$ cat config.mk
export PLATFORM = sky130hd
export DESIGN_NAME = odfl_core
export DESIGN_NICKNAME = d
export VERILOG_FILES = /design/src/odfl_pkg.sv /design/src/odfl_core.sv /design/src/odfl_filter.sv
export SDC_FILE = /design/constraint.sdc
export NUM_CORES = 1
export LEC_CHECK = 0
export BUFFER_PORTS_ARGS = -buffer_cell sky130_fd_sc_hd__buf_2
export CORE_MARGIN = 8
export CORE_UTILIZATION = 40
export DETAILED_ROUTE_END_ITERATION = 8
export PLACE_DENSITY_LB_ADDON = 0.15
export REMOVE_ABC_BUFFERS = 1
export SLEW_MARGIN = 40
export SYNTH_ARGS = -nofsm -noshare
export SYNTH_HDL_FRONTEND = slang
export SYNTH_SLANG_ARGS = --single-unit
$ cat constraint.sdc
create_clock -name clock -period 2.6 [get_ports clock]
set_input_delay 0.65 -clock clock [delete_from_list [all_inputs] [get_ports clock]]
set_output_delay 0.65 -clock clock [all_outputs]
set_load 0.01 [all_outputs]
$ cat src/odfl_pkg.sv
// odfl_pkg: constants and carrier types for the octal driver fault logic.
// assumes a single 40 MHz logic clock; all pins are asynchronous to it.
package odfl_pkg;

  // logic clock and fault filter timing
  localparam int unsigned CLK_PERIOD_NS = 25;
  localparam int unsigned FILT_TIME_NS = 100000;
  // least time, so round up to whole cycles
  localparam int unsigned FILT_CYCLES_I = (FILT_TIME_NS + CLK_PERIOD_NS - 1) / CLK_PERIOD_NS;
  localparam int unsigned FILT_W = 12;
  localparam logic [FILT_W-1:0] FILT_CYCLES = FILT_CYCLES_I[FILT_W-1:0];

  // channel counts
  localparam int unsigned NUM_CH = 8;
  localparam int unsigned NUM_PAIR = 4;
  localparam int unsigned NUM_PAR = 4;
  localparam int unsigned PAR_FIRST_CH = 4;

  // frame layout
  localparam int unsigned FRAME_W = 16;
  localparam int unsigned BITCNT_W = 4;
  localparam int unsigned IN_EN_LSB = 0;
  localparam int unsigned IN_DIAG_LSB = 8;
  localparam int unsigned OUT_TW_BIT = 0;
  localparam int unsigned OUT_STAT_LSB = 1;
  localparam int unsigned OUT_PAR_LSB = 9;
  localparam int unsigned OUT_SF_BIT = 15;

  // reset values
  localparam logic [FRAME_W-1:0] FRAME_RST = 16'h0000;
  localparam logic [NUM_CH-1:0] CH_RST = 8'h00;
  localparam logic [NUM_PAIR-1:0] PAIR_RST = 4'h0;
  localparam logic [NUM_PAR-1:0] PAR_RST = 4'h0;
  localparam logic [BITCNT_W-1:0] BITCNT_RST = 4'h0;

  // raw analog comparator outputs, all asynchronous
  typedef struct packed {
    logic [NUM_CH-1:0] over_current;
    logic [NUM_CH-1:0] open_load;
    logic [NUM_PAIR-1:0] over_temp;
    logic thermal_warning;
    logic battery_over_voltage;
    logic battery_under_voltage;
  } odfl_sense_t;

  // serial link pins seen from the device
  typedef struct packed {
    logic select_low_pin;
    logic sclk;
    logic sdi;
  } odfl_spi_in_t;

  // latched fault state exported for observation
  typedef struct packed {
    logic [NUM_CH-1:0] over_current;
    logic [NUM_PAIR-1:0] over_temp;
    logic supply_fail_flag;
  } odfl_latch_t;

endpackage : odfl_pkg

$ cat src/odfl_core.sv
// odfl_core: fault supervision, status latches and serial frame handling
// for an eight channel output driver.
// assumes raw sense, pin and serial inputs are asynchronous to clock;
// drive_on feeds the analog power stages.
//
// How it works
// - supply fail clears on valid frame, supply good
// - after supply fault, drivers resume last command
// - serial port keeps working during supply faults
// - open load only when off and diag enabled
// - no open load during supply fault or disable
// - enable low resets all logic, drivers off
// - enable high lets parallel inputs drive channels
// - open load never latched, never while on
// - open load captured at select falling edge
// - off means serial bit and parallel input zero
// - over-current held 100 us latches driver off
// - valid frame with bit zero clears over-current
// - thermal warning in bit 0 while select low
// - pair over-temperature turns both drivers off
// - over-temp clears when cool and bits zero
// - supply over or under voltage sets fail bit
// - drivers off while supply fault present
// - frame valid if multiple of 16, clock low
// - upper channels OR serial and parallel input
`timescale 1ns/100ps
module odfl_core (
  input wire logic clock,
  input wire logic rst_b,
  input wire logic clk_en,
  input wire logic global_enable,
  input wire logic logic_supply_ok,
  input wire logic [odfl_pkg::NUM_PAR-1:0] parallel_drive_inputs_upper,
  input wire odfl_pkg::odfl_spi_in_t spi_in,
  input wire odfl_pkg::odfl_sense_t sense,
  output logic sdo,
  output logic sdo_oe,
  output logic [odfl_pkg::NUM_CH-1:0] drive_on,
  output odfl_pkg::odfl_latch_t latched
);

  localparam int unsigned NCH = odfl_pkg::NUM_CH;
  localparam int unsigned NPR = odfl_pkg::NUM_PAIR;
  localparam int unsigned NPA = odfl_pkg::NUM_PAR;
  localparam int unsigned FW = odfl_pkg::FRAME_W;
  localparam int unsigned SYNC_W = $bits(odfl_pkg::odfl_sense_t) + $bits(odfl_pkg::odfl_spi_in_t)
                                   + NPA + 2;

  // widen the four parallel inputs onto the eight channel lanes
  function automatic logic [NCH-1:0] par_lanes(input logic [NPA-1:0] par);
    logic [NCH-1:0] w;
    w = '0;
    for (int i = 0; i < NPA; i++) begin
      w[odfl_pkg::PAR_FIRST_CH + i] = par[i];
    end
    return w;
  endfunction : par_lanes

  // spread one bit per pair over both channels of the pair
  function automatic logic [NCH-1:0] pair_lanes(input logic [NPR-1:0] p);
    logic [NCH-1:0] w;
    w = '0;
    for (int i = 0; i < NPR; i++) begin
      w[2*i] = p[i];
      w[2*i+1] = p[i];
    end
    return w;
  endfunction : pair_lanes

  // ---------------------------------------------------------------
  // synchronisers: every pin passes two flops before it is read
  // ---------------------------------------------------------------
  logic [SYNC_W-1:0] sync1_q;
  logic [SYNC_W-1:0] sync2_q;
  odfl_pkg::odfl_sense_t sense_s;
  odfl_pkg::odfl_spi_in_t spi_s;
  logic [NPA-1:0] par_s;
  logic enable_s;
  logic vcc_ok_s;

  // sync1 only feeds sync2, so metastability never reaches the logic
  always_ff @(posedge clock or negedge rst_b) begin
    if (!rst_b) begin
      sync1_q <= '0;
      sync2_q <= '0;
    end else if (clk_en) begin
      sync1_q <= {sense, spi_in, parallel_drive_inputs_upper, global_enable, logic_supply_ok};
      sync2_q <= sync1_q;
    end
  end

  assign {sense_s, spi_s, par_s, enable_s, vcc_ok_s} = sync2_q;

  // ---------------------------------------------------------------
  // global run: enable low or logic supply lost acts as a reset
  // ---------------------------------------------------------------
  logic run;
  logic supply_bad;

  assign run = enable_s && vcc_ok_s;
  assign supply_bad = sense_s.battery_over_voltage || sense_s.battery_under_voltage;

  // ---------------------------------------------------------------
  // serial link edge detection on the sampled pins
  // ---------------------------------------------------------------
  logic sclk_prev_q;
  logic sel_prev_q;
  logic sclk_rise;
  logic sel_fall;
  logic sel_rise;
  logic sel_low;

  always_ff @(posedge clock or negedge rst_b) begin
    if (!rst_b) begin
      sclk_prev_q <= 1'b0;
      sel_prev_q <= 1'b1;
    end else if (clk_en) begin
      sclk_prev_q <= spi_s.sclk;
      sel_prev_q <= spi_s.select_low_pin;
    end
  end

  assign sel_low = !spi_s.select_low_pin;
  assign sclk_rise = sel_low && spi_s.sclk && !sclk_prev_q;
  assign sel_fall = sel_prev_q && !spi_s.select_low_pin;
  assign sel_rise = !sel_prev_q && spi_s.select_low_pin;

  // ---------------------------------------------------------------
  // frame length check: count bits modulo 16 inside select low
  // ---------------------------------------------------------------
  logic [odfl_pkg::BITCNT_W-1:0] bitcnt_q;
  logic any_bit_q;
  logic frame_valid;

  // counting continues during supply faults; only a low enable or lost logic supply stops it
  always_ff @(posedge clock or negedge rst_b) begin
    if (!rst_b) begin
      bitcnt_q <= odfl_pkg::BITCNT_RST;
      any_bit_q <= 1'b0;
    end else if (clk_en) begin
      if (!run || sel_fall) begin
        bitcnt_q <= odfl_pkg::BITCNT_RST;
        any_bit_q <= 1'b0;
      end else if (sclk_rise) begin
        bitcnt_q <= bitcnt_q + 1'b1;
        any_bit_q <= 1'b1;
      end
    end
  end

  // the counter wraps at 16, so zero means a whole number of words
  assign frame_valid = run && sel_rise && any_bit_q && (bitcnt_q == odfl_pkg::BITCNT_RST)
                       && !spi_s.sclk;

  // ---------------------------------------------------------------
  // input registers loaded only by a valid frame
  // ---------------------------------------------------------------
  logic [FW-1:0] shift_q;
  logic [NCH-1:0] en_q;
  logic [NCH-1:0] diag_q;
  logic [NCH-1:0] frame_en;

  // the new enable bits as they will be after this frame
  assign frame_en = shift_q[odfl_pkg::IN_EN_LSB +: NCH];

  // kept through supply faults so drivers resume the last command
  always_ff @(posedge clock or negedge rst_b) begin
    if (!rst_b) begin
      en_q <= odfl_pkg::CH_RST;
      diag_q <= odfl_pkg::CH_RST;
    end else if (clk_en) begin
      if (!run) begin
        en_q <= odfl_pkg::CH_RST;
        diag_q <= odfl_pkg::CH_RST;
      end else if (frame_valid) begin
        en_q <= frame_en;
        diag_q <= shift_q[odfl_pkg::IN_DIAG_LSB +: NCH];
      end
    end
  end

  // ---------------------------------------------------------------
  // commanded and actual drive
  // ---------------------------------------------------------------
  logic [NCH-1:0] par_cmd;
  logic [NCH-1:0] cmd;
  logic [NCH-1:0] oc_q;
  logic [NPR-1:0] ot_q;
  logic [NCH-1:0] ot_ch;
  logic sf_q;
  logic [NCH-1:0] drive_q;

  assign par_cmd = run ? par_lanes(par_s) : '0;
  assign cmd = en_q | par_cmd;
  assign ot_ch = pair_lanes(ot_q);

  // latched over-current, pair over-temperature and a live supply fault force a channel off
  always_ff @(posedge clock or negedge rst_b) begin
    if (!rst_b) begin
      drive_q <= odfl_pkg::CH_RST;
    end else if (clk_en) begin
      if (!run || supply_bad) begin
        drive_q <= odfl_pkg::CH_RST;
      end else begin
        drive_q <= cmd & ~oc_q & ~ot_ch;
      end
    end
  end

  // ---------------------------------------------------------------
  // per channel fault filters, shared by over-current and open load
  // ---------------------------------------------------------------
  logic [NCH-1:0] off_ch;
  logic [NCH-1:0] diag_act;
  logic [NCH-1:0] filt_cond;
  logic [NCH-1:0] filt_exp;

  assign off_ch = ~en_q & ~par_cmd;
  assign diag_act = (run && !supply_bad) ? (diag_q & off_ch) : '0;
  // a channel is timed for over-current when on, open load when off
  assign filt_cond = (drive_q & sense_s.over_current) | (diag_act & sense_s.open_load);

  for (genvar g = 0; g < NCH; g++) begin : g_filt
    odfl_filter u_filt (
      .clock(clock),
      .rst_b(rst_b),
      .clk_en(clk_en),
      .clear(!run),
      .cond(filt_cond[g]),
      .expired(filt_exp[g])
    );
  end

  // ---------------------------------------------------------------
  // over-current latches: set wins over the clearing frame
  // ---------------------------------------------------------------
  logic [NCH-1:0] oc_set;

  assign oc_set = filt_exp & drive_q;

  always_ff @(posedge clock or negedge rst_b) begin
    if (!rst_b) begin
      oc_q <= odfl_pkg::CH_RST;
    end else if (clk_en) begin
      if (!run) begin
        oc_q <= odfl_pkg::CH_RST;
      end else if (frame_valid) begin
        oc_q <= oc_set | (oc_q & frame_en);
      end else begin
        oc_q <= oc_q | oc_set;
      end
    end
  end

  // ---------------------------------------------------------------
  // pair over-temperature latches
  // ---------------------------------------------------------------
  logic [NPR-1:0] ot_clr;

  // a pair clears only once cool and both enable bits of the frame are zero
  always_comb begin
    ot_clr = '0;
    for (int p = 0; p < NPR; p++) begin
      ot_clr[p] = frame_valid && !sense_s.over_temp[p] && !frame_en[2*p]
                  && !frame_en[2*p+1];
    end
  end

  always_ff @(posedge clock or negedge rst_b) begin
    if (!rst_b) begin
      ot_q <= odfl_pkg::PAIR_RST;
    end else if (clk_en) begin
      if (!run) begin
        ot_q <= odfl_pkg::PAIR_RST;
      end else begin
        ot_q <= sense_s.over_temp | (ot_q & ~ot_clr);
      end
    end
  end

  // ---------------------------------------------------------------
  // supply fail flag
  // ---------------------------------------------------------------
  always_ff @(posedge clock or negedge rst_b) begin
    if (!rst_b) begin
      sf_q <= 1'b0;
    end else if (clk_en) begin
      if (!run) begin
        sf_q <= 1'b0;
      end else if (supply_bad) begin
        sf_q <= 1'b1;
      end else if (frame_valid) begin
        sf_q <= 1'b0;
      end
    end
  end

  // ---------------------------------------------------------------
  // parallel input record: frozen while an over-current or
  // over-temperature latch is held, so software can tell the cause
  // ---------------------------------------------------------------
  logic [NPA-1:0] par_rec_q;

  always_ff @(posedge clock or negedge rst_b) begin
    if (!rst_b) begin
      par_rec_q <= odfl_pkg::PAR_RST;
    end else if (clk_en) begin
      if (!run) begin
        par_rec_q <= odfl_pkg::PAR_RST;
      end else if (oc_q == odfl_pkg::CH_RST && ot_q == odfl_pkg::PAIR_RST) begin
        par_rec_q <= par_s;
      end
    end
  end

  // ---------------------------------------------------------------
  // status word assembled at the select falling edge
  // ---------------------------------------------------------------
  logic [NCH-1:0] ch_stat;
  logic [FW-1:0] status_word;

  // on channels report latches, off channels the live filtered open load
  assign ch_stat = (cmd & (oc_q | ot_ch)) | (off_ch & ~ot_ch & diag_act & filt_exp);

  always_comb begin
    status_word = '0;
    status_word[odfl_pkg::OUT_TW_BIT] = sense_s.thermal_warning;
    status_word[odfl_pkg::OUT_STAT_LSB +: NCH] = ch_stat;
    status_word[odfl_pkg::OUT_PAR_LSB +: NPA] = par_rec_q;
    status_word[odfl_pkg::OUT_SF_BIT] = sf_q;
  end

  // ---------------------------------------------------------------
  // shift register: lsb out first, input enters at the top so a
  // daisy chain passes words straight through after sixteen clocks
  // ---------------------------------------------------------------
  always_ff @(posedge clock or negedge rst_b) begin
    if (!rst_b) begin
      shift_q <= odfl_pkg::FRAME_RST;
    end else if (clk_en) begin
      if (!run) begin
        shift_q <= odfl_pkg::FRAME_RST;
      end else if (sel_fall) begin
        shift_q <= status_word;
      end else if (sclk_rise) begin
        shift_q <= {spi_s.sdi, shift_q[FW-1:1]};
      end
    end
  end

  // ---------------------------------------------------------------
  // serial output pin
  // ---------------------------------------------------------------
  logic sdo_q;
  logic sdo_oe_q;

  // before the first clock the live warning is shown, so a bare select
  // pulse reads it without a full transfer
  always_ff @(posedge clock or negedge rst_b) begin
    if (!rst_b) begin
      sdo_q <= 1'b0;
      sdo_oe_q <= 1'b0;
    end else if (clk_en) begin
      sdo_oe_q <= run && sel_low;
      if (!run || !sel_low) begin
        sdo_q <= 1'b0;
      end else if (sclk_rise) begin
        sdo_q <= shift_q[1];
      end else if (!any_bit_q) begin
        sdo_q <= sense_s.thermal_warning;
      end
    end
  end

  // ---------------------------------------------------------------
  // outputs, each straight from a flop
  // ---------------------------------------------------------------
  assign sdo = sdo_q;
  assign sdo_oe = sdo_oe_q;
  assign drive_on = drive_q;
  assign latched.over_current = oc_q;
  assign latched.over_temp = ot_q;
  assign latched.supply_fail_flag = sf_q;

endmodule : odfl_core

$ cat src/odfl_filter.sv
// odfl_filter: one channel's fault filter timer.
// assumes cond is already synchronous to clock.
`timescale 1ns/100ps
module odfl_filter (
  input wire logic clock,
  input wire logic rst_b,
  input wire logic clk_en,
  input wire logic clear,
  input wire logic cond,
  output logic expired
);

  logic [odfl_pkg::FILT_W-1:0] cnt_q;

  // counts while the condition holds, restarts the moment it drops
  always_ff @(posedge clock or negedge rst_b) begin
    if (!rst_b) begin
      cnt_q <= '0;
    end else if (clk_en) begin
      if (clear || !cond) begin
        cnt_q <= '0;
      end else if (cnt_q != odfl_pkg::FILT_CYCLES) begin
        cnt_q <= cnt_q + 1'b1;
      end
    end
  end

  // expired holds while the condition is still present after the full interval
  assign expired = cond && !clear && (cnt_q == odfl_pkg::FILT_CYCLES);

endmodule : odfl_filter

# Word level (Yosys, flattened, before mapping)
# Cells that the tools add are included.
# classes
addsub	9
multipliers	0
div_mod_pow	0
magnitude_cmp	0
eq_ne	21
n_shift	0
muxes	41
bitwise	25
n_reduce_logical	104
# ops
operator	count
$mux 12	16
$add 12x1->12 const B	8
$and 8x8->8	12
$eq 12x12->1 const B	8
$ne 12x12->1 const B	8
$mux 8	9
$mux 16	3
$or 8x8->8	6
$logic_and 1x1->1	40
$not 8->8	4
$reduce_and 2->1	14
$logic_not 1->1	26
$mux 4	5
$reduce_bool 2->1	9
$logic_or 1x1->1	12
$logic_not 4->1	2
$logic_not 8->1	1
$mux 1	8
$ne 3x1->1 const B	2
$add 4x1->4 const B	1
$and 4x4->4	1
$ne 2x1->1 const B	2
$not 4->4	1
$or 4x4->4	1
$ne 3x2->1 const B	1
# word_totals
regBits	226
latchBits	0
ram_bits	0
rom_bits	0
in_bits	35
wordCells	224
mem_count	0

# Longest topological paths before layout
# Gate-level depths: netlist of run 1.
# logic_depth
word_depth	14
ltp_mapped	8
ltp_nobuf	7

# Modules after synthesis
# From an unflattened synthesis of run 1, not the netlist that was laid out.
# unflattened
hier_cells	1144
area_unflattened_um2	11654.9
# modules_own_cells
mod	n_inst	cells_per_inst	area_each_um2	seq_area_each_um2
odfl_core	1	465	5581.6	3254.4
odfl_filter at g_filt[0].u_filt ...	7	85	760.7	300.3
odfl_filter at g_filt[7].u_filt	1	84	748.2	300.3

# Least setup slack after synthesis of run 1
# No wires, ideal clock.
# synth_path
path_type	input to register
from	input port clk_en
to	register sync1_q[0]
arrival_ns	1.820
required_time_ns	2.475
path_slack_ns	0.655
stages	4
path_cell_list	buf_2 clkbuf_1 clkbuf_1 mux2_2
# synth_lines
item	line	rtl
from (decl)	odfl_core.sv:30	input wire logic clk_en,
to (signal assigned)	odfl_core.sv:87	sync1_q <= {sense, spi_in, parallel_drive_inputs_upper, global_enable, logic_supply_ok};
to (decl)	odfl_core.sv:73	logic [SYNC_W-1:0] sync1_q;
# No word-level cell between the ends.

# Final worst setup path of run 1
# layout_path
from	register sync2_q[0]
to	register shift_q[5]
# layout_via
elab_chain_len	14
elab_cells_between_ends	21
# layout_rtl
item	line	rtl
from (decl)	odfl_core.sv:74	logic [SYNC_W-1:0] sync2_q;
from (signal assigned)	odfl_core.sv:88	sync2_q <= sync1_q;
$logic_and 1x1->1 (*)	odfl_core.sv:100	assign run = enable_s && vcc_ok_s;
$mux 8	odfl_core.sv:193	assign par_cmd = run ? par_lanes(par_s) : '0;
$not 8->8	odfl_core.sv:218	assign off_ch = ~en_q & ~par_cmd;
$and 8x8->8	odfl_core.sv:218	
$and 8x8->8	odfl_core.sv:219	assign diag_act = (run && !supply_bad) ? (diag_q & off_ch) : '0;
$mux 8	odfl_core.sv:219	
$and 8x8->8	odfl_core.sv:221	assign filt_cond = (drive_q & sense_s.over_current) | (diag_act & sense_s.open_load);
$or 8x8->8	odfl_core.sv:221	
$logic_and 1x1->1 (2 in a row)	odfl_filter.sv:29	assign expired = cond && !clear && (cnt_q == odfl_pkg::FILT_CYCLES);
$and 8x8->8	odfl_core.sv:323	assign ch_stat = (cmd & (oc_q | ot_ch)) | (off_ch & ~ot_ch & diag_act & filt_exp);
$or 8x8->8	odfl_core.sv:323	
$mux 16	odfl_core.sv:343	end else if (sel_fall) begin
$mux 16	odfl_core.sv:341	if (!run) begin
to (signal assigned)	odfl_core.sv:342	shift_q <= odfl_pkg::FRAME_RST;
to (signal assigned)	odfl_core.sv:344	shift_q <= status_word;
to (signal assigned)	odfl_core.sv:346	shift_q <= {spi_s.sdi, shift_q[FW-1:1]};
to (decl)	odfl_core.sv:158	logic [FW-1:0] shift_q;
# Every way passes the cells marked *; elsewhere a longest branch is shown, timed or not.
# A chain may end at the register's enable or synchronous reset.

==> results of run 1 <==
==> metal layers <==
| metal | share of wire, % | global-route usage [%] | vias to the layer above |
|---|---|---|---|
| met5 | 0 | 0 | - |
| met1 | 49 | 23.19 | 4077 |
| met2 | 44 | 24.98 | 140 |
| li1 | - | - | 3961 |
| met3 | 4.0 | 2.675 | 43 |
| met4 | 2.6 | 4.985 | 0 |
==> state kept, by name (all words and copies together), names as in the netlist <==
signal               flops
any_bit_q                1
bitcnt_q                 4
diag_q                   8
drive_on                 8
en_q                     8
g_filt.u_filt.cnt_q     96
oc_q                     8
ot_q                     4
par_rec_q                4
sclk_prev_q              1
sdo                      1
sdo_oe                   1
sel_prev_q               1
sf_q                     1
shift_q                 16
sync1_q                 32
sync2_q                 32
==> cell type report <==
cell class,count,area share (%)
Clock buffer,39,5.981
Clock inverter,6,0.8460
Inverter,33,0.9739
Multi-Input combinational cell,740,39.32
Sequential cell,226,44.48
Tap cell,341,3.355
Timing Repair Buffer,94,5.047
==> Yosys cell counts (18+ instances only) <==
master and number:
nand3_1 40, o31ai_1 25, nand4_1 24, a22o_1 21, clkbuf_1 34, dfrtp_1 225
mux2_2 71, o21ai_0 87, nor2_1 89, inv_1 32, xor2_1 26, nand2_1 107
nand2b_1 19, ha_1 18
==> critical path, delay by kind of cell, from the launching register on <==
| family | cells | cell delay (ns) |
|---|---|---|
| AND/OR/NAND/NOR | 3 | 1.18 |
| AO/OA/AOI/OAI | 2 | 0.50 |
| flip-flops | 1 | 0.40 |
==> final timing paths <==
path,endpoint,startpoint,depth (start not counted),slack (ns)
worst min register to register,g_filt[7].u_filt.cnt_q[11],g_filt[7].u_filt.cnt_q[11],1,0.49
worst min-delay path,g_filt[2].u_filt.cnt_q[3],rst_b,1,0.02
min in group clock,sync1_q[19],sense[10],2,0.35
max in group asynchronous,sel_prev_q,rst_b,2,1.87
worst max register to register,shift_q[5],sync2_q[0],5,0.42
worst max-delay path,shift_q[5],sync2_q[0],5,0.42
==> report_power, final <==
group          switching (mW)  internal, mW  total (mW)
clock                    1.42          2.30        3.72
sequential              0.175          3.70        3.88
combinational           0.428         0.295       0.723
==> cells by family after synthesis <==
family                     count (synthesis)  synth area share [%]
and+or+nand+nor                          382                 17.72
muxes                                     82                 8.259
xor gates and xnor gates                  32                 2.545
adders and majority gates                 18                 2.045
DFF                                      226                 51.36
buffers and inverters                     86                 3.237
AOI/OAI and AO/OA                        226                 14.84
==> cell usage in the layout (no fill, tap or decap), types with 9 or more instances in the layout <==
master	n
a32oi_1	9
buf_4	32
o211ai_1	10
and3_1	13
nor2_1	89
o31ai_1	25
nand4_1	24
a21oi_1	16
dfrtp_1	225
o21ai_0	87
mux2i_1	11
nor4_1	11
a22o_1	21
clkbuf_16	27
ha_1	18
mux2_2	71
nand2b_1	19
nand2_1	107
inv_1	32
buf_2	55
nor3_1	14
nand3_1	40
xor2_1	26
==> through the flow <==
stage | cell area (sq um) | std cells | setup WS, ns | power [mW]
2_1_floorplan | 10780 | 999 | 0.1136 | 4.250
3_3_place_gp | 11850 | 1434 | 0.4420 | 4.670
3_5_place_dp | 11850 | 1434 | 0.3892 | 4.675
4_1_cts | 12720 | 1479 | 0.4105 | 8.448
5_1_grt | 12720 | 1479 | 0.2279 | 8.651
6_report | 12720 | 1479 | 0.4245 | 8.323
==> results.yml, run 1 <==
clocking:
  insertion_delay_ns: 0.53
  postCtsHoldBufs: 0
  cts.path.max_buffers: 3
  cts_tree: "yes"
  cts_setup_buffers: 0
  cts_buffers: 26
  cts-resized-gates: 0
  numClockSinks: 226
  cts_root_buffer: "clkbuf_16"
  htree_levels: 1
  clkTransAtPathRegs_ns: 0.06
critical_path:
  critical_path_class: "flop to flop"
  crit_top_cell: "a32oi_1"
  start_kind: "flop"
  slowest_stage: "nor4_1"
  crit_fanout: 32
  path_cells: "and2_4 -> a32oi_1 -> nor4_1 -> nand4_1 -> a32oi_1"
  critPathCaptureType: "flop"
  worst_path_largest_cell_delay_ns: 0.57
  cp.required_ns: 3.05
  cp.arrival_ns: 2.62
synth:
  synth_seq_area_share_pct: 51.36
  synth_async_sr_flop_share_pct: 100.0
  synth.top_cell.area_share_pct: 51.12
  synth_flop_cell: "dfrtp_1"
  yosysUniqueCellTypes: 70
  syn_inst: 1052
  yosysTopAreaCell: "dfrtp_1"
  synth_area_sq_um: 11010
  synth_edf_count: 0
  yosysWarnings: 0
  synth-seq-cells: 226
  yosys-top-cells-area: "dfrtp_1 (51%), mux2_2 (7.3%), o21ai_0 (4.0%)"
  postSynthAreaPerCell_sq_um: 10.47
global_route:
  grt_start_max_net_pins: 67
  grt_pass1_wl_um: 45190
  grt_pass1_vias: 8435
  grtUsageTotal_pct: 16.28
  antenna_found_initial: 0
  gr-total-overflow: 0
sta:
  tightestPinTransition_ns: 0.7966
  final.min_clock_period_ns: 2.176
  drv_slew: 0
  tns_ns: 0
  post-route-period-util_pct: 83.67
  rsz0062_at_grt: "no"
  timing.hold.ws_ns: 0.01683
  fin_skew_ns: 0.01460
  slew_headroom_pct: 46.41
  setup_violations: 0
  hold_violations: 0
  fmax_ghz: 0.4597
die:
  chipWidth_um: 181.9
  die_h_um: 181.9
  rows: 60
  start_util_pct: 40.75
  core_area_sq_um: 27030
  design.die.area_sq_um: 33100
  io_pins: 58
detailed_routing:
  first_pass_iters: 5
  via_per_inst: 5.558
  routed_wl_um: 26470
  ant_nets: 0
  num_vias: 8221
  drcViolationCount: 0
  wl_per_cell_um: 17.89
  drt_iter0_drc: 430
power:
  power-per-cell-area_nw_per_um2: 654.4
  p_leak_nw: 5.508
  vdd_ir_drop_max_uv: 473.0
final_layout:
  drive_above_1_share_pct: 19.24
  fin_nets: 1174
  syn2layout_area_growth_pct: 15.47
  seqCellArea_sq_um: 5657
  antenna_cells: 0
  utilization_pct: 47.06
  num-fill-cells: 2563
  multi_input_area_sq_um: 5001
run:
  max_cap_viol_count: 0
place:
  gp_congestion: 0.7970
  port-buffer-count: 57
  dp_hpwl_um: 18390
worst_hold_path:
  hold_class: "primary input to asynchronous set/reset pin"
status:
  outcome: "finished clean"
(Power assumes the default switching activity.)
==> inputs of run 2 (changes only) <==
==> constraint.sdc (replaced) <==
create_clock -name clock -period 2.3 [get_ports clock]
set_input_delay 0.575 -clock clock [delete_from_list [all_inputs] [get_ports clock]]
set_output_delay 0.575 -clock clock [all_outputs]
set_load 0.01 [all_outputs]
==> run 2 against run 1 <==
Against the previous run:
- first-iteration DRC count increased by 37%
- non-clock buffer count increased by 9
- combinational power is 18% higher
- design area increased by 0.65%
- sequential share of layout area is 0.29 points lower
- critical path depth is 1 higher
- hold slack improved by 0.25 ns
- clock skew is essentially flat
- die area unchanged
- core utilization rose by 0.31 points
- clock power increased by 9.7%
- worst setup slack worse by 0.21 ns
- largest power group unchanged
- highest routed layer unchanged
==> results.yml, run 2 (synthesis results as in run 1) <==
sta:
  hold_violations: 0
  fmax_ghz: 0.4794
  drv_slew: 0
  fin_skew_ns: 0.01448
  setup_violations: 0
  layout_setup_ws_ns: 0.2139
  rsz0062_at_grt: "no"
  tns_ns: 0
  slew_headroom_pct: 56.10
  post-route-period-util_pct: 90.70
  tightestPinTransition_ns: 0.6586
  final.min_clock_period_ns: 2.086
detailed_routing:
  via_per_inst: 5.561
  dr_wl_met3_um: 1273
  drt_iter0_drc: 589
  num_vias: 8303
  wl_met1_um: 13190
  wl_per_cell_um: 18.11
  highest_layer: "met4"
  ant_nets: 0
  first_pass_iters: 5
  wl_met2_um: 12060
  routed_wl_um: 27040
  drcViolationCount: 0
clocking:
  clkTransAtPathRegs_ns: 0.06
  cts-resized-gates: 0
  cts.path.max_buffers: 3
  cts_tree: "yes"
  insertion_delay_ns: 0.54
  htree_levels: 1
  cts_root_buffer: "clkbuf_16"
  numClockSinks: 226
  cts_buffers: 27
global_route:
  gr-total-overflow: 0
  grt_start_max_net_pins: 55
  grtUsageTotal_pct: 16.36
  antenna_found_initial: 0
  grt_pass1_wl_um: 44910
  grt_pass1_vias: 8295
critical_path:
  path_cells: "and2_4 -> a32oi_4 -> buf_4 -> nor4_1 -> a41oi_1 -> a21oi_1"
  cp_top_family: "simple AND/OR/NAND/NOR gates"
  worst_path_largest_cell_delay_ns: 0.48
  cp.arrival_ns: 2.54
  setup.worst_path.start: "sync2_q[1]"
  critical_path_class: "flop to flop"
  slowest_stage: "nor4_1"
  critPathBufInv: 1
  r2r_start: "sync2_q[1]"
  critPathCaptureType: "flop"
  start_kind: "flop"
  cp.required_ns: 2.75
  crit_fanout: 26
die:
  core_area_sq_um: 27030
  die_h_um: 181.9
  design.die.area_sq_um: 33100
  start_util_pct: 40.75
  chipWidth_um: 181.9
  rows: 60
  io_pins: 58
power:
  vdd_ir_drop_max_uv: 530.3
  power-per-cell-area_nw_per_um2: 728.0
  p_leak_nw: 5.557
place:
  pre_cts_slack_ns: 0.2120
  post-place-cells: 1442
  dp_hpwl_um: 18370
  port-buffer-count: 57
  gp_congestion: 0.8103
final_layout:
  largestRegisters: "g_filt.u_filt.cnt_q: 96 flops, sync1_q: 32 flops, sync2_q: 32 flops"
  multi_input_area_sq_um: 5001
  drive_above_1_share_pct: 20.05
  largest_reg_flops: 96
  mostFrequentLayoutCells: "dfrtp_1 (225), nand2_1 (107), nor2_1 (89)"
  top_register: "g_filt.u_filt.cnt_q"
  final_cells: 1493
  mostFrequentLayoutCell: "dfrtp_1"
  num-fill-cells: 2550
  seqCellArea_sq_um: 5657
  antenna_cells: 0
  syn2layout_area_growth_pct: 16.22
  fin_nets: 1184
  utilization_pct: 47.37
worst_hold_path:
  hold_class: "primary input to flop"
  holdCritStartpoint: "logic_supply_ok"
run:
  max_cap_viol_count: 0
status:
  outcome: "finished clean"
[run 2: cell count changes in the layout (fill, tap and decap cells not counted)]
cell           previous run  this run
inv_8                     0         1
clkbuf_1                  8         9
inv_6                     0         1
buf_4                    32        38
clkbuf_8                  4         7
clkinvlp_4                1         2
clkinv_2                  2         3
dlygate4sd3_1             0         1
bufinv_16                 3         0
buf_12                    5         7
[run 2: final timing paths]
kind / endpoint / slack (ns) / cells past startpoint
worst min register to register: g_filt[7].u_filt.cnt_q[11] / 0.48 / 1
max in group asynchronous: sync2_q[28] / 1.04 / 3
worst max-delay path: shift_q[7] / 0.21 / 6
worst min-delay path: sync1_q[0] / 0.27 / 2
worst max register to register: shift_q[7] / 0.21 / 6
min in group asynchronous: g_filt[3].u_filt.cnt_q[11] / 0.58 / 2
[run 2: metal layers]
metal	vias up	GRT usage (%)
met1	4107	23.27
met5	-	0
met2	163	25.18
li1	3995	-
met3	38	3.154
met4	0	4.198
[run 2: repair_timing]
item,4_1_cts,5_1_grt
hold endpoints to repair,26,0
setup buffers,0,0
hold buffers,1,0
[run 2: report_power, final]
part           internal (mW)  leakage (nW)  switching, mW
Clock                   2.40         0.416           1.68
Combinational          0.353          2.14          0.500
Sequential              4.19          3.00          0.194
[run 2: area by class of cell]
| class | count | area share, % |
|---|---|---|
| well taps | 341 | 3.333 |
| clock buffers | 43 | 6.295 |
| repair buffers | 103 | 5.757 |
| multi-input cells | 740 | 39.07 |
| flip-flops and latches | 226 | 44.19 |
| inverters | 33 | 0.9677 |
| clock inverters | 7 | 0.3910 |
[run 2: through the flow]
stage	power (mW)	hold WS [ns]	area, sq um
floorplan	4.804	0.2794	10780
global placement	5.301	0.4691	11940
detailed placement	5.314	0.4685	11940
CTS	9.447	0.2479	12800
global route	9.712	0.2425	12800
finish	9.319	0.2700	12800
==> inputs of run 3 (changes only) <==
--- a/config.mk
+++ b/config.mk
@@ -14,4 +14,5 @@
 export SLEW_MARGIN = 40
 export SYNTH_ARGS = -nofsm -noshare
 export SYNTH_HDL_FRONTEND = slang
+export SYNTH_HIERARCHICAL = 1
 export SYNTH_SLANG_ARGS = --single-unit
==> constraint.sdc (replaced) <==
create_clock -name clock -period 2.3 [get_ports clock]
set_input_delay 0.575 -clock clock [delete_from_list [all_inputs] [get_ports clock]]
set_output_delay 0.575 -clock clock [all_outputs]
set_load 0.005 [all_outputs]
==> run 3 against run 2 <==
Against the previous run:
- final cell count up 10%
- total power up 0.59%
- combinational power down 4.7%
- highest routed layer unchanged
- synthesized cell count up 8.7%
- area after synthesis up 5.8%
- critical path type unchanged
- routed wire length up 6.2%
- global-route usage about the same
- register-to-register slack worse by 0.08 ns
- largest cell class unchanged
==> results.yml, run 3 <==
die:
  die_h_um: 186.7
  start_util_pct: 40.61
  core_area_sq_um: 28700
  chipWidth_um: 186.7
  design.die.area_sq_um: 34860
  rows: 62
  io_pins: 58
detailed_routing:
  drcViolationCount: 0
  via_per_inst: 5.531
  num_vias: 9104
  drt_iter0_drc: 689
  first_pass_iters: 7
  ant_nets: 0
  wl_per_cell_um: 17.44
  routed_wl_um: 28710
sta:
  timing.hold.ws_ns: 0.2763
  fmax_ghz: 0.4622
  final.min_clock_period_ns: 2.164
  tightestPinTransition_ns: 0.5046
  fin_skew_ns: 0.01332
  setup_violations: 0
  tns_ns: 0
  post-route-period-util_pct: 94.08
  slew_headroom_pct: 66.36
  hold_violations: 0
  rsz0062_at_grt: "yes"
  drv_slew: 0
worst_hold_path:
  whs_path_depth: 2
  hold_class: "primary input to flop"
  hold-path-endpoint: "sync1_q[28]"
  holdCritStartpoint: "sense[19]"
synth:
  synth-seq-cells: 226
  yosysWarnings: 6
  synth_flop_cell: "dfrtp_1"
  postSynthAreaPerCell_sq_um: 10.19
  synth_edf_count: 0
  synth.top_cell.area_share_pct: 48.31
  synth_area_sq_um: 11650
  syn_inst: 1144
  yosysUniqueCellTypes: 58
  synth_seq_area_share_pct: 48.53
  synth.top_cells.by_count: "dfrtp_1 (225), nand2_1 (100), o21ai_0 (93), mux2_2 (70), nand3_1 (62)"
  synth_async_sr_flop_share_pct: 100.0
  yosysMostFrequentCell: "dfrtp_1"
  yosys-top-cells-area: "dfrtp_1 (48%), mux2_2 (6.8%), o21ai_0 (4.0%)"
  yosysTopAreaCell: "dfrtp_1"
clocking:
  htree_levels: 1
  cts_root_buffer: "clkbuf_16"
  insertion_delay_ns: 0.53
  cts_buffers: 27
  cts.path.max_buffers: 3
  cts_tree: "yes"
  clkTransAtPathRegs_ns: 0.06
  numClockSinks: 226
power:
  p_leak_nw: 5.998
  cell_internal_pwr_mw: 7.107
  switching_share_pct: 24.18
  combPwrFrac_pct: 8.7
  finalPower_mw: 9.374
  power-per-cell-area_nw_per_um2: 685.7
  vdd_ir_drop_max_uv: 494.6
  p_switching_mw: 2.266
  seqPwrFrac_pct: 46.1
  clkPwrFrac_pct: 45.2
critical_path:
  setup.worst_path.start: "g_filt[6].u_filt/cnt_q[0]"
  reg2reg_to: "shift_q[7]"
  worst_r2r_path_depth: 8
  cp.required_ns: 2.77
  start_kind: "flop"
  cp.arrival_ns: 2.63
  critPathCaptureType: "flop"
  r2r_slack_ns: 0.14
  crit_fanout: 2
  r2r_start: "g_filt[6].u_filt/cnt_q[0]"
  critical_path_class: "flop to flop"
final_layout:
  top_register: "g_filt.u_filt/cnt_q"
  syn2layout_area_growth_pct: 17.29
  antenna_cells: 0
  drive_above_1_share_pct: 24.01
  mostFrequentLayoutCells: "dfrtp_1 (225), nand2_1 (100), o21ai_0 (92)"
  largestRegisters: "g_filt.u_filt/cnt_q: 96 flops, sync1_q: 32 flops, sync2_q: 32 flops"
  fin_nets: 1297
  largest_reg_flops: 96
  mostFrequentLayoutCell: "dfrtp_1"
global_route:
  use_met3_pct: 2.181
  grt_pass1_vias: 8988
  grt_start_max_net_pins: 85
  grtUsageMet2_pct: 25.41
  grt_pass1_wl_um: 48400
  busiest_layer: "met2"
  antenna_found_initial: 0
  grtUsageTotal_pct: 16.36
  gr-total-overflow: 0
  grt_util_met1_pct: 23.53
place:
  dp_hpwl_um: 19860
  gp_congestion: 0.8125
  port-buffer-count: 57
status:
  outcome: "finished clean"
run:
  max_cap_viol_count: 0
[run 3: final cells by class]
| class | instances | area [sq um] |
|---|---|---|
| Clock buffer | 36 | 739.5 |
| Inverter | 41 | 153.9 |
| Tap cell | 384 | 480.5 |
| Clock inverter | 11 | 132.6 |
| Fill cell | 2760 | 15030 |
| Timing Repair Buffer | 149 | 1057 |
| Sequential cell | 226 | 5657 |
| Multi-Input combinational cell | 799 | 5450 |
[run 3: power by group through the flow]
| stage | combinational, mW | clock [mW] | sequential (mW) |
|---|---|---|---|
| after CTS | 0.824 | 4.36 | 4.32 |
| after global routing | 0.898 | 4.54 | 4.34 |
| after global placement | 0.810 | 0 | 4.38 |
| after detailed placement | 0.819 | 0 | 4.39 |
| final | 0.814 | 4.24 | 4.32 |
| after floorplan | 0.379 | 0 | 4.34 |
[run 3: what timing repair did]
action,in CTS,in global routing
pin swaps,0,1
hold buffers,1,0
gates resized for setup,2,9
setup endpoints to repair,1,14
endpoints found under the hold margin,2,0
setup buffers,0,0
[run 3: layer usage]
layer	routed length [um]	vias to the layer above
met5	0	-
met4	600	0
met3	1116	42
met2	12830	166
met1	14160	4464
li1	-	4432
[run 3: critical path: stages, from the launching register on]
cell and delay, ns:
dfrtp_1 0.37, inv_1 0.06, ha_1 0.12, or4b_4 0.47, or2_2 0.31, nor3_2 0.22, nand2_1 0.07, o311ai_0 0.27
a32o_1 0.21
[run 3: per-stage QoR]
stage / utilization (%) / setup slack (ns) / instances / area (sq um)
global placement: 44.39 / -0.007480 / 1598 / 12740
finish: 47.63 / 0.1362 / 1646 / 13670
global route: 47.63 / -0.03591 / 1646 / 13670
floorplan: - / -0.2134 / 1066 / 11210
CTS: 47.51 / 0.0008569 / 1646 / 13640
detailed placement: 44.39 / -0.08112 / 1598 / 12740
[run 3: worst max path at each step]
stage / end / depth (start not counted)
2_1_floorplan: shift_q[5] / 10
5_1_grt: shift_q[5] / 9
4_1_cts: shift_q[5] / 9
3_5_place_dp: shift_q[5] / 9
3_3_place_gp: shift_q[5] / 9
6_report: shift_q[7] / 8
[run 3: kinds of logic (layout without fill, tap and decap cells)]
| family | count (synthesis) | count (layout) | share of synthesized area, % |
|---|---|---|---|
| xor+xnor | 1 | 1 | 0.07516 |
| simple gates | 391 | 391 | 17.96 |
| buf+inv | 119 | 237 | 5.174 |
| compound gates | 312 | 312 | 18.96 |
| mux | 77 | 77 | 7.365 |
| flops | 226 | 226 | 48.53 |
| fa+ha+maj | 18 | 18 | 1.932 |
